**src/evq_pkg.sv**
```systemverilog
package evq_pkg;

  // register byte offsets
  localparam logic [11:0] prod_off      = 12'h0a8;
  localparam logic [11:0] cons_off      = 12'h0ac;
  localparam logic [11:0] ctrl_off      = 12'h020;
  localparam logic [11:0] ack_off       = 12'h024;

  // field positions and widths
  localparam int          idx_w         = 20;
  localparam int          flag_bit      = 31;
  localparam int          qs_w          = 5;
  localparam int          qs_lsb        = 8;
  localparam int          en_bit        = 0;
  localparam int          full_bit      = 1;
  localparam int          empty_bit     = 2;
  localparam int          ovf_pend_bit  = 3;
  localparam logic [4:0]  qs_max        = 5'h13;

  // record path
  localparam int          rec_w         = 32;
  localparam int          fifo_depth    = 8;

  // values after reset
  localparam logic [19:0] idx_rst       = 20'h0;
  localparam logic [4:0]  qs_rst        = 5'h0;

  typedef enum logic [0:0] {
    st_idle  = 1'b0,
    st_write = 1'b1
  } wr_state_e;

endpackage : evq_pkg

```
**src/event_queue_producer_index.sv**
```systemverilog
`timescale 1ns/1ps
// Notes on behaviour
// - on overflow, invert flag bit 31 only when it equals the acknowledge flag.
// - after toggling, flag holds until software makes acknowledge equal.
// - overflow only when a record is dropped with queue enabled and full.
// - records dropped while queue disabled never touch the overflow flag.
// - stall records are never dropped; they wait, so never overflow.
// - write field split at queue size: that bit is wrap, lower bits index.
// - write index always names the next slot to be filled.
// - bits above the wrap flag read as zero when size below 19.
// - increment wraps at current size, toggling wrap flag on rollover.
// - size zero gives one entry; wrap flag sits at bit zero.
// - size growth leaves upper bits undefined; shrink truncates stored value.
// - producer flag and index have no architected reset value.
// - producer writable only while enable and its acknowledge are both zero.
module event_queue_producer_index (
  input  wire logic                       core_clk,
  input  wire logic                       rst,
  input  wire logic                       psel,
  input  wire logic                       penable,
  input  wire logic                       pwrite,
  input  wire logic [11:0]                paddr,
  input  wire logic [31:0]                pwdata,
  output logic                            pready,
  output logic      [31:0]                prdata,
  output logic                            pslverr,
  input  wire logic                       ev_valid,
  output logic                            ev_ready,
  input  wire logic [evq_pkg::rec_w-1:0]  ev_data,
  input  wire logic                       ev_stall,
  output logic                            mem_wr_valid,
  input  wire logic                       mem_wr_ready,
  output logic      [evq_pkg::idx_w-2:0]  mem_wr_index,
  output logic      [evq_pkg::rec_w-1:0]  mem_wr_data
);

  logic [evq_pkg::idx_w-1:0]  wr_ff;
  logic                       ovf_ff;
  logic [evq_pkg::idx_w-1:0]  rd_ff;
  logic                       ack_flag_ff;
  logic                       en_ff;
  logic                       en_ack_ff;
  logic [evq_pkg::qs_w-1:0]   qs_ff;
  logic [31:0]                prdata_ff;
  logic                       pslverr_ff;
  evq_pkg::wr_state_e         st_ff;
  evq_pkg::wr_state_e         nxt_st;
  logic [evq_pkg::idx_w-2:0]  slot_ff;
  logic [evq_pkg::rec_w-1:0]  data_ff;

  // apb decode
  logic        setup;
  logic        wr_setup;
  logic        hit_prod;
  logic        hit_cons;
  logic        hit_ctrl;
  logic        hit_ack;
  logic        hit_any;
  logic        prod_wr_req;
  logic        prod_wr_en;
  logic [31:0] rd_mux;

  assign setup       = psel && !penable;
  assign wr_setup    = setup && pwrite;
  assign hit_prod    = (paddr == evq_pkg::prod_off);
  assign hit_cons    = (paddr == evq_pkg::cons_off);
  assign hit_ctrl    = (paddr == evq_pkg::ctrl_off);
  assign hit_ack     = (paddr == evq_pkg::ack_off);
  assign hit_any     = hit_prod || hit_cons || hit_ctrl || hit_ack;
  assign prod_wr_req = wr_setup && hit_prod;
  // guarded register: writes while enabled or not yet quiesced are ignored
  assign prod_wr_en  = prod_wr_req && !en_ff && !en_ack_ff;

  // size-derived masks; size clamps at the supported maximum
  logic [evq_pkg::qs_w-1:0]  qs_eff;
  logic [evq_pkg::idx_w:0]   one_hot;
  logic [evq_pkg::idx_w-1:0] wrap_sel;
  logic [evq_pkg::idx_w-1:0] field_mask;
  logic [evq_pkg::idx_w-1:0] idx_mask;
  logic [evq_pkg::idx_w-1:0] wr_eff;
  logic [evq_pkg::idx_w-1:0] diff;
  logic [evq_pkg::idx_w-1:0] wr_inc;
  logic                      q_full;
  logic                      q_empty;
  logic                      wrap_now;

  assign qs_eff     = (qs_ff > evq_pkg::qs_max) ? evq_pkg::qs_max : qs_ff;
  assign one_hot    = (evq_pkg::idx_w + 1)'(1) << qs_eff;
  assign wrap_sel   = one_hot[evq_pkg::idx_w-1:0];
  assign field_mask = wrap_sel | (wrap_sel - 1'b1);
  assign idx_mask   = wrap_sel - 1'b1;
  // shrinking the size simply truncates the stored value
  assign wr_eff     = wr_ff & field_mask;
  assign diff       = (wr_ff ^ rd_ff) & field_mask;
  assign q_full     = (diff == wrap_sel);
  assign q_empty    = (diff == '0);
  // carry out of the index field lands in the wrap bit
  assign wr_inc     = (wr_eff + 1'b1) & field_mask;
  assign wrap_now   = |(wr_ff & wrap_sel);

  assign rd_mux =
      hit_prod ? {ovf_ff, 11'h0, wr_eff} :
      hit_cons ? {ack_flag_ff, 11'h0, rd_ff} :
      hit_ctrl ? {19'h0, qs_ff, 7'h0, en_ff} :
      hit_ack  ? {28'h0, (ovf_ff != ack_flag_ff), q_empty, q_full, en_ack_ff} :
                 32'h0;

  // read data and error are captured in setup, so the access phase needs no wait
  always_ff @(posedge core_clk or posedge rst) begin
    if (rst) begin
      prdata_ff  <= 32'h0;
      pslverr_ff <= 1'b0;
    end else if (setup) begin
      prdata_ff  <= pwrite ? 32'h0 : rd_mux;
      pslverr_ff <= !hit_any;
    end
  end

  assign pready  = 1'b1;
  assign prdata  = prdata_ff;
  assign pslverr = pslverr_ff;

  // software registers; acknowledge stays up until an in-flight write lands
  always_ff @(posedge core_clk or posedge rst) begin
    if (rst) begin
      en_ff       <= 1'b0;
      en_ack_ff   <= 1'b0;
      qs_ff       <= evq_pkg::qs_rst;
      rd_ff       <= evq_pkg::idx_rst;
      ack_flag_ff <= 1'b0;
    end else begin
      en_ack_ff <= en_ff || (en_ack_ff && (st_ff == evq_pkg::st_write));
      if (wr_setup && hit_ctrl) begin
        en_ff <= pwdata[evq_pkg::en_bit];
        qs_ff <= pwdata[evq_pkg::qs_lsb +: evq_pkg::qs_w];
      end
      if (wr_setup && hit_cons) begin
        rd_ff       <= pwdata[evq_pkg::idx_w-1:0];
        ack_flag_ff <= pwdata[evq_pkg::flag_bit];
      end
    end
  end

  // record path: events are buffered ahead of the queue writer
  logic                      fifo_out_valid;
  logic                      fifo_pop;
  logic [evq_pkg::rec_w:0]   fifo_out;
  logic                      rec_stall;
  logic                      blocked;
  logic                      drop_off;
  logic                      drop_full;
  logic                      accept;
  logic                      inc_fire;

  rec_fifo #(
    .WIDTH (evq_pkg::rec_w + 1),
    .DEPTH (evq_pkg::fifo_depth)
  ) u_fifo (
    .core_clk  (core_clk),
    .rst       (rst),
    .in_valid  (ev_valid),
    .in_ready  (ev_ready),
    .in_data   ({ev_stall, ev_data}),
    .out_valid (fifo_out_valid),
    .out_ready (fifo_pop),
    .out_data  (fifo_out)
  );

  assign rec_stall = fifo_out[evq_pkg::rec_w];
  assign blocked   = !en_ff || q_full;
  // stall records wait in the fifo and back-pressure the source
  assign fifo_pop  = (st_ff == evq_pkg::st_idle) && fifo_out_valid
                     && !(rec_stall && blocked);
  assign drop_off  = fifo_pop && !en_ff;
  assign drop_full = fifo_pop && en_ff && q_full;
  assign accept    = fifo_pop && en_ff && !q_full;
  assign inc_fire  = (st_ff == evq_pkg::st_write) && mem_wr_ready;

  always_comb begin
    nxt_st = st_ff;
    case (st_ff)
      evq_pkg::st_idle:  if (accept) nxt_st = evq_pkg::st_write;
      evq_pkg::st_write: if (mem_wr_ready) nxt_st = evq_pkg::st_idle;
      default:           nxt_st = evq_pkg::st_idle;
    endcase
  end

  // slot is the write index at the moment the record is taken
  always_ff @(posedge core_clk or posedge rst) begin
    if (rst) begin
      st_ff   <= evq_pkg::st_idle;
      slot_ff <= '0;
      data_ff <= '0;
    end else begin
      st_ff <= nxt_st;
      if (accept) begin
        slot_ff <= wr_eff[evq_pkg::idx_w-2:0] & idx_mask[evq_pkg::idx_w-2:0];
        data_ff <= fifo_out[evq_pkg::rec_w-1:0];
      end
    end
  end

  assign mem_wr_valid = (st_ff == evq_pkg::st_write);
  assign mem_wr_index = slot_ff;
  assign mem_wr_data  = data_ff;

  // producer register; reset value is not architected, zero is one legal choice
  always_ff @(posedge core_clk or posedge rst) begin
    if (rst) begin
      wr_ff  <= evq_pkg::idx_rst;
      ovf_ff <= 1'b0;
    end else if (prod_wr_en) begin
      wr_ff  <= pwdata[evq_pkg::idx_w-1:0];
      ovf_ff <= pwdata[evq_pkg::flag_bit];
    end else begin
      if (inc_fire) wr_ff <= wr_inc;
      // a pending overflow masks further reports until acknowledged
      if (drop_full && (ovf_ff == ack_flag_ff)) ovf_ff <= !ovf_ff;
    end
  end

  // checks
  logic in_idle_blocked;
  assign in_idle_blocked = (st_ff == evq_pkg::st_idle) && fifo_out_valid && rec_stall && blocked;

  a_ovf_cause: assert property (@(posedge core_clk) disable iff (rst)
    !prod_wr_en && (ovf_ff != $past(ovf_ff)) && !$past(prod_wr_en)
      |-> $past(drop_full) && ($past(ovf_ff) == $past(ack_flag_ff)))
    else $error("overflow flag changed without enabled full drop");

  a_ovf_held: assert property (@(posedge core_clk) disable iff (rst)
    (ovf_ff != ack_flag_ff) && !prod_wr_en && !(wr_setup && hit_cons) |=> $stable(ovf_ff))
    else $error("overflow flag moved while unacknowledged");

  a_ovf_disabled: assert property (@(posedge core_clk) disable iff (rst)
    !en_ff && !prod_wr_en |=> $stable(ovf_ff))
    else $error("overflow flag moved while queue disabled");

  a_stall_kept: assert property (@(posedge core_clk) disable iff (rst)
    in_idle_blocked |=> fifo_out_valid && (fifo_out == $past(fifo_out)))
    else $error("stall record was dropped");

  a_slot_match: assert property (@(posedge core_clk) disable iff (rst)
    accept |=> mem_wr_valid
      && (mem_wr_index == $past(wr_ff[evq_pkg::idx_w-2:0] & idx_mask[evq_pkg::idx_w-2:0])))
    else $error("record slot differs from write index");

  a_read_masked: assert property (@(posedge core_clk) disable iff (rst)
    setup && !pwrite && hit_prod && !prod_wr_en
      |=> (prdata[evq_pkg::idx_w-1:0] & ~$past(field_mask)) == '0)
    else $error("bits above wrap flag read non-zero");

  a_wrap_flip: assert property (@(posedge core_clk) disable iff (rst)
    inc_fire && ((wr_ff & idx_mask) == idx_mask) && !(wr_setup && hit_ctrl)
      |=> (wrap_now != $past(wrap_now)) && ((wr_ff & idx_mask) == '0))
    else $error("index rollover did not toggle wrap flag");

  a_guard_hold: assert property (@(posedge core_clk) disable iff (rst)
    prod_wr_req && (en_ff || en_ack_ff) && !inc_fire && !drop_full |=> $stable(wr_ff))
    else $error("guarded producer register accepted a write");

  a_full_stops: assert property (@(posedge core_clk) disable iff (rst)
    q_full && (st_ff == evq_pkg::st_idle) |=> (st_ff == evq_pkg::st_idle))
    else $error("record written into a full queue");

  // the write field only moves on a landed slot write or a software load
  a_wr_idle_hold: assert property (@(posedge core_clk) disable iff (rst)
    !inc_fire && !prod_wr_en |=> $stable(wr_ff))
    else $error("write field moved without a slot write");

  // an enabled full drop with the flags equal must be reported
  a_ovf_toggle: assert property (@(posedge core_clk) disable iff (rst)
    drop_full && (ovf_ff == ack_flag_ff) |=> (ovf_ff != $past(ovf_ff)))
    else $error("overflow not reported on full drop");

  // a stall record is only taken off the head when it can be written
  a_stall_taken: assert property (@(posedge core_clk) disable iff (rst)
    fifo_pop && rec_stall |-> en_ff && !q_full)
    else $error("stall record popped into a blocked queue");

  // slot and record stand until the memory takes them
  a_slot_stable: assert property (@(posedge core_clk) disable iff (rst)
    mem_wr_valid && !mem_wr_ready |=> mem_wr_valid && $stable(mem_wr_index) && $stable(mem_wr_data))
    else $error("pending slot write changed before acceptance");

  // acknowledge follows the enable so the producer guard closes in time
  a_en_ack_follows: assert property (@(posedge core_clk) disable iff (rst)
    en_ff |=> en_ack_ff)
    else $error("enable acknowledge lagged the enable");

  c_overflow: cover property (@(posedge core_clk) disable iff (rst)
    drop_full && (ovf_ff == ack_flag_ff));
  c_wrap: cover property (@(posedge core_clk) disable iff (rst)
    inc_fire && ((wr_ff & idx_mask) == idx_mask));
  c_stall_wait: cover property (@(posedge core_clk) disable iff (rst)
    in_idle_blocked [*3]);
  c_fifo_full: cover property (@(posedge core_clk) disable iff (rst)
    ev_valid && !ev_ready);
  c_disabled_drop: cover property (@(posedge core_clk) disable iff (rst)
    drop_off);

endmodule : event_queue_producer_index

```
**src/rec_fifo.sv**
```systemverilog
`timescale 1ns/1ps
// synchronous fifo, one word in and one word out per cycle at most
module rec_fifo #(
  parameter int WIDTH = 33,
  parameter int DEPTH = 8
) (
  input  wire logic             core_clk,
  input  wire logic             rst,
  input  wire logic             in_valid,
  output logic                  in_ready,
  input  wire logic [WIDTH-1:0] in_data,
  output logic                  out_valid,
  input  wire logic             out_ready,
  output logic      [WIDTH-1:0] out_data
);
  localparam int AW = $clog2(DEPTH);

  logic [WIDTH-1:0] mem_ff [DEPTH];
  logic [AW:0]      wptr_ff;
  logic [AW:0]      rptr_ff;
  logic             push;
  logic             pop;

  // extra pointer bit separates full from empty
  assign in_ready  = !((wptr_ff[AW] != rptr_ff[AW]) && (wptr_ff[AW-1:0] == rptr_ff[AW-1:0]));
  assign out_valid = (wptr_ff != rptr_ff);
  assign push      = in_valid && in_ready;
  assign pop       = out_valid && out_ready;
  assign out_data  = mem_ff[rptr_ff[AW-1:0]];

  // storage has no reset, only the pointers matter
  always_ff @(posedge core_clk) begin
    if (push) begin
      mem_ff[wptr_ff[AW-1:0]] <= in_data;
    end
  end

  always_ff @(posedge core_clk or posedge rst) begin
    if (rst) begin
      wptr_ff <= '0;
      rptr_ff <= '0;
    end else begin
      if (push) wptr_ff <= wptr_ff + 1'b1;
      if (pop) rptr_ff <= rptr_ff + 1'b1;
    end
  end

endmodule : rec_fifo

```
**config.mk**
```make
export PLATFORM = sky130hd
export DESIGN_NAME = event_queue_producer_index
export DESIGN_NICKNAME = d
export VERILOG_FILES = /design/src/evq_pkg.sv /design/src/event_queue_producer_index.sv /design/src/rec_fifo.sv
export SDC_FILE = /design/constraint.sdc
export NUM_CORES = 1
export LEC_CHECK = 0
export BUFFER_PORTS_ARGS = -buffer_cell sky130_fd_sc_hd__buf_2
export CORE_ASPECT_RATIO = 1.5
export CORE_UTILIZATION = 46
export CTS_BUF_LIST = sky130_fd_sc_hd__clkbuf_8
export DETAILED_ROUTE_END_ITERATION = 8
export GPL_TIMING_DRIVEN = 1
export PLACE_DENSITY = 0.71
export SETUP_SLACK_MARGIN = 0.02
export SLEW_MARGIN = 0
export SYNTH_ARGS = -nofsm -noshare
export SYNTH_HDL_FRONTEND = slang
export SYNTH_HIERARCHICAL = 1
export SYNTH_SLANG_ARGS = --single-unit
```
**constraint.sdc**
```tcl
create_clock -name core_clk -period 11.2 [get_ports core_clk]
set_input_delay 1.68 -clock core_clk [delete_from_list [all_inputs] [get_ports core_clk]]
set_output_delay 1.68 -clock core_clk [all_outputs]
set_load 0.1 [all_outputs]
```
## Word level (Yosys, flattened, before mapping)

Memories as Yosys holds them, arrays and structs flattened.
Cells that the tools add are included.

| storage, ports and cells | value |
|---|---|
| register bits after elaboration | 142 |
| bits in writable memories | 264 |
| bits of input ports | 84 |
| memories kept | 1 |

Memory list:

| name | depth | width | read ports | clocked after memory_dff | wr ports | line | RTL |
|---|---|---|---|---|---|---|---|
| u_fifo.mem_ff | 8 | 33 | 1 | 0 | 1 | rec_fifo.sv:18 | `logic [WIDTH-1:0] mem_ff [DEPTH];` |

| cells by class | value |
|---|---|
| add/sub/neg operators | 4 |
| $lt $le $gt $ge | 1 |
| eq/ne operators | 10 |
| shift operators | 1 |
| multiplexer cells | 15 |
| bitwise operators | 7 |
| reduce and logical (&&, ||, !) cells | 35 |

Operator list:

| operator | number |
|---|---|
| $mux 32 | 3 |
| $and 20x20->20 | 3 |
| $mux 20 | 2 |
| $eq 12x6->1 const B | 2 |
| $eq 12x8->1 const B | 2 |
| $add 20x1->20 const B | 1 |
| $eq 20x20->1 | 1 |
| $logic_not 20->1 | 1 |
| $or 20x20->20 | 1 |
| $shl 1x5->20 const A | 1 |
| $sub 20x1->20 const B | 1 |
| $xor 20x20->20 | 1 |
| $and 19x19->19 | 1 |
| $logic_and 1x1->1 | 19 |
| $mux 13 | 1 |
| $add 4x1->4 const B | 2 |
| $logic_not 1->1 | 8 |
| $mux 1 | 6 |
| $gt 5x5->1 const B | 1 |
| $logic_or 1x1->1 | 5 |
| $mux 5 | 1 |
| $mux 4 | 1 |
| $ne 4x4->1 | 1 |
| $reduce_bool 2->1 | 2 |
| 5 further kinds | 6 |

## Depth between registers and ports, before layout

| depth | value |
|---|---|
| depth in word-level cells | 16 |
| depth in mapped cells | 18 |
| mapped depth without buffers | 16 |

## Modules after synthesis

The synthesis kept the hierarchy.

Modules (own cells, without submodules):

| module | instances | cells an instance | area an instance (um^2) |
|---|---|---|---|
| rec_fifo | 1 | 441 | 10855.4 |
| event_queue_producer_index | 1 | 751 | 7308.3 |

## Worst setup path after synthesis

No wires, ideal clock.

| timing | value |
|---|---|
| kind | input-to-reg |
| start point | input port ev_valid |
| end point | memory u_fifo.mem_ff[6][0], enable pin |
| arrival | 5.225 ns |
| data required time | 10.682 ns |
| path slack | 5.457 ns |
| stages | 2 |
| buffers on the path | 0 |
| path through | nand2_1 nor4b_1 |

| between the ends | value |
|---|---|
| cells in the longest elaborated chain, start to end | 3 |

Ends and longest elaborated chain:

| item | line | RTL |
|---|---|---|
| start: declaration | event_queue_producer_index.sv:27 | `input wire logic ev_valid,` |
| $logic_and 1x1->1 | rec_fifo.sv:27 | `assign push = in_valid && in_ready;` |
| $mux 1 | rec_fifo.sv:33 | `if (push) begin` |
| $mux 1 (implied by the code) | rec_fifo.sv:34 | `mem_ff[wptr_ff[AW-1:0]] <= in_data;` |
| end: declaration | rec_fifo.sv:18 |  |

No other way between the ends.

## Worst setup path after layout

| timing | value |
|---|---|
| start point | register qs_ff[2] (netlist bit) |
| end point | register slot_ff (netlist bit mem_wr_index[14]) |

| between the ends | value |
|---|---|
| cells in the longest elaborated chain, start to end | 13 |
| elaborated cells between the ends (all ways) | 16 |

Ends and longest elaborated chain:

| item | line | RTL |
|---|---|---|
| start: declaration | event_queue_producer_index.sv:43 | `logic [evq_pkg::qs_w-1:0] qs_ff;` |
| start signal: assignment | event_queue_producer_index.sv:128 | `qs_ff <= evq_pkg::qs_rst;` |
| start signal: assignment | event_queue_producer_index.sv:135 | `qs_ff <= pwdata[evq_pkg::qs_lsb +: evq_pkg::qs_w];` |
| $gt 5x5->1 | event_queue_producer_index.sv:87 | `assign qs_eff = (qs_ff > evq_pkg::qs_max) ? evq_pkg::qs_max : qs_ff;` |
| $mux 5 (*) | event_queue_producer_index.sv:87 |  |
| $shl 1x5->20 (*) | event_queue_producer_index.sv:88 | `assign one_hot = (evq_pkg::idx_w + 1)'(1) << qs_eff;` |
| $sub 20x1->20 | event_queue_producer_index.sv:91 | `assign idx_mask = wrap_sel - 1'b1;` |
| $or 20x20->20 | event_queue_producer_index.sv:90 | `assign field_mask = wrap_sel \| (wrap_sel - 1'b1);` |
| $and 20x20->20 | event_queue_producer_index.sv:94 | `assign diff = (wr_ff ^ rd_ff) & field_mask;` |
| $eq 20x20->1 | event_queue_producer_index.sv:95 | `assign q_full = (diff == wrap_sel);` |
| $logic_or 1x1->1 | event_queue_producer_index.sv:170 | `assign blocked = !en_ff \|\| q_full;` |
| $logic_and 1x1->1 | event_queue_producer_index.sv:173 | `&& !(rec_stall && blocked);` |
| $logic_not 1->1 | event_queue_producer_index.sv:173 |  |
| $logic_and 1x1->1 | event_queue_producer_index.sv:173 |  |
| $logic_and 1x1->1 (2 in series) | event_queue_producer_index.sv:176 | `assign accept = fifo_pop && en_ff && !q_full;` |
| end signal: assignment | event_queue_producer_index.sv:197 | `slot_ff <= wr_eff[evq_pkg::idx_w-2:0] & idx_mask[evq_pkg::idx_w-2:0];` |
| end: declaration | event_queue_producer_index.sv:48 | `logic [evq_pkg::idx_w-2:0] slot_ff;` |

Every way passes the cells marked *; elsewhere a longest branch is shown, timed or not.
A chain may end at the register's enable or synchronous reset.

==> results.ini <==
[status]
outcome=completed

[setup_path]
cp.arrival_ps=5680
slowest_delay_ps=830
cpLargestDelayFamily=compound AO/OA/AOI/OAI gates
slowest_stage=dfrtp_1
worst-endpoint-required_ps=11710
path_buf_inv=1
critical_path.cell_chain=nor3_2 -> nand2_1 -> ha_1 -> nand2_1 -> a21oi_1 -> o21ai_0 -> ha_1 -> nor2_1 -> nor2_1 -> a211oi_1 -> nor4_4 -> a21oi_4 -> buf_4 -> mux2_2
cp_max_fo=41
endpoint_kind=register
crit_type=reg -> reg
cp-start-kind=register

[clock_network]
post-cts-setup-buffers=0
cts_tree=done
clk_latency_ps=640
ctsHoldBuffers=0
ctsRootBufferMaster=clkbuf_8
clk_path_buf_depth=3
clkTransAtPathRegs_ps=70
h-tree-depth=2
cts_buffers=58
cts_resized=0
clock-sinks=395

[yosys]
syn_area_sq_um=18200
synth-edff-count=264
syn_avg_cell_area_sq_um=15.2
ys_ff_latch=395
synthXorXnorAreaFrac_pct=2.08
ys_warn_count=6
synth_fa_ha_area_share_pct=1.52
synthArstFlopShare_pct=33.2
synthSimpleGateAreaFrac_pct=8.40
syn_inst=1192
synth_cell_types=71
muxShareOfSynthArea_pct=18.4
synth_top_family_by_area=multiplexers
ys.flop_type=edfxtp_1
seq_area_frac_synth_pct=61.7
synth_compound_area_share_pct=4.88

[floorplan]
start_util_pct=47.0
die_y_um=245
num_io_pins=171
rows=88
dieArea_sq_um=40300
die_w_um=164
core-area_sq_um=38600

[timing]
worst_slew_pin_slew_ps=1140
fin_crit_sh_pct=46.1
setup_viol_count_final=0
fin_ws_ps=6030
setup_tns_ps=0
hold_violations=0
relSlewSlack_pct=23.6
fmax_mhz=194
period_needed_ps=5170
fin_worst_skew_ps=27.9
slew_viol_final=0
rsz0062_at_grt=false

[placement]
routabilityCongestion=0.962
place.port_buffers=147
hpwl_um=26300
place_ws_ps=6040

[power]
power.share.clock_pct=30.2
intPower_mw=2.81
power_density_nw_per_um2=193
switching_power_mw=1.16
p_seq_share_pct=46.2
vdd_drop_max_mv=0.193
power_leakage_nw=8.22
sw_frac_of_total_pct=29.3
combPwrFrac_pct=23.6

[routing]
drt_iter0_drc=634
antenna_left=0
first_pass_iters=5
dr_total_vias=10700
post_drt_via_cell_ratio=5.60
wire_per_inst_um=21.6
routed_wl_um=41300
drcViolationCount=0

[global_route]
antenna_found_initial=5
globalRoute.totalOverflow=0
grt_pass1_vias=11100
grt_max_degree=71
track_usage_pct=21.1
grt_pass1_wl_um=63100

[finish]
drive_gt1_share_pct=26.9
nFillCells=3172
multi_input_area_sq_um=6510
syn_to_final_growth_pct=13.3
nets=1466
final_common_cell=edfxtp_1
mostFrequentLayoutCells=edfxtp_1 (264), buf_2 (147), dfrtp_1 (128)
ff_latch_area_sq_um=11200

[min_path]
hold_class=reg -> reg

[job]
cap_violations=0

## cell families after synthesis
| family | after synthesis |
|---|---|
| flip-flops | 395 |
| buffers and inverters | 100 |
| adder cells (fa/ha/maj) | 22 |
| multiplexers | 201 |
| AND/OR/NAND/NOR | 294 |
| AO/OA/AOI/OAI | 140 |
| other | 2 |
| XOR/XNOR | 38 |
## registers in the layout, summed over array words and instances (netlist names), 4 cells and up
signal and count:
prdata 21, u_fifo/mem_ff 264, mem_wr_data 32, u_fifo/rptr_ff 4, u_fifo/wptr_ff 4, mem_wr_index 19, qs_ff 5, rd_ff 20
wr_ff 20
## per-stage QoR
step	hold slack (ps)	power, mW	instances	cell area (sq um)	util (%)
after floorplan	464	2.61	1202	18200	-
after global placement	458	2.79	1795	19300	50.1
after detailed placement	465	2.82	1795	19300	50.1
after CTS	479	4.02	1905	20600	53.2
after global routing	509	4.15	1906	20600	53.2
final	473	3.97	1907	20600	53.2
## worst reg2reg max path, stage by stage (launching register included)
cell and delay, ps:
dfrtp_1 830, nor3_2 230, nand2_1 250, ha_1 330, nand2_1 120, a21oi_1 290
o21ai_0 220, ha_1 290, nor2_1 180, nor2_1 90, a211oi_1 360, nor4_4 120
a21oi_4 490, buf_4 810, mux2_2 440
## synth_stat cells (all sizes together) (4+ instances only)
cell / n / area (sq um)
clkbuf: 29 / 109
nor2: 72 / 270
o21a: 4 / 30.0
or2: 5 / 31.3
nor3: 19 / 100
nor4b: 7 / 61.3
nor3b: 7 / 52.6
o21ai: 42 / 210
nor2b: 17 / 106
mux2i: 32 / 320
dfrtp: 131 / 3280
edfxtp: 264 / 7930
mux2: 103 / 1290
nor4bb: 4 / 40.0
a211oi: 6 / 45.0
a21oi: 51 / 259
nand4: 9 / 56.3
nand3: 10 / 50.1
mux4: 66 / 1730
inv: 31 / 116
buf: 40 / 319
ha: 22 / 275
and2: 8 / 50.1
xnor2: 23 / 201
or3: 7 / 43.8
nor4: 15 / 124
xor2: 15 / 176
nand2b: 14 / 87.6
nand2: 82 / 308
a22oi: 4 / 30.0
## worst paths after layout
check / from / to / cells past startpoint / slack, ps
setup / recovery: qs_ff[2] / mem_wr_index[14] / 14 / 6030
hold / removal: prdata[5] / prdata[5] / 2 / 470
setup reg to reg: qs_ff[2] / mem_wr_index[14] / 14 / 6030
hold reg to reg: prdata[5] / prdata[5] / 2 / 470
max in group asynchronous: rst / mem_wr_data[4] / 4 / 8380
min in group asynchronous: rst / u_fifo/wptr_ff[2] / 2 / 1030
## cell type report
| type | instances | area share [%] |
|---|---|---|
| clock inverters | 47 | 1.73 |
| inverters | 31 | 0.578 |
| multi-input cells | 707 | 31.7 |
| diodes | 2 | 0.0243 |
| clock buffers | 63 | 4.21 |
| flip-flops and latches | 395 | 54.5 |
| well taps | 495 | 3.01 |
| repair buffers | 167 | 4.30 |
## metal layers
layer / wire (um) / track usage, % / up-vias / share of wire, %
met3: 2300 / 3.98 / 105 / 5.6
met2: 22200 / 38.5 / 321 / 54
met5: 22 / 0 / - / 0.053
met1: 15100 / 23.4 / 5338 / 37
li1: - / - / 4914 / -
met4: 1640 / 9.34 / 4 / 4.0
## power groups by stage
stage	logic (mW)	registers (mW)	clock network, mW
2_1_floorplan	0.760	1.85	0
3_3_place_gp	0.935	1.85	0
3_5_place_dp	0.954	1.86	0
4_1_cts	0.956	1.83	1.23
5_1_grt	1.01	1.85	1.30
6_report	0.938	1.83	1.20
Note: power is estimated with default switching activity, not from simulation.
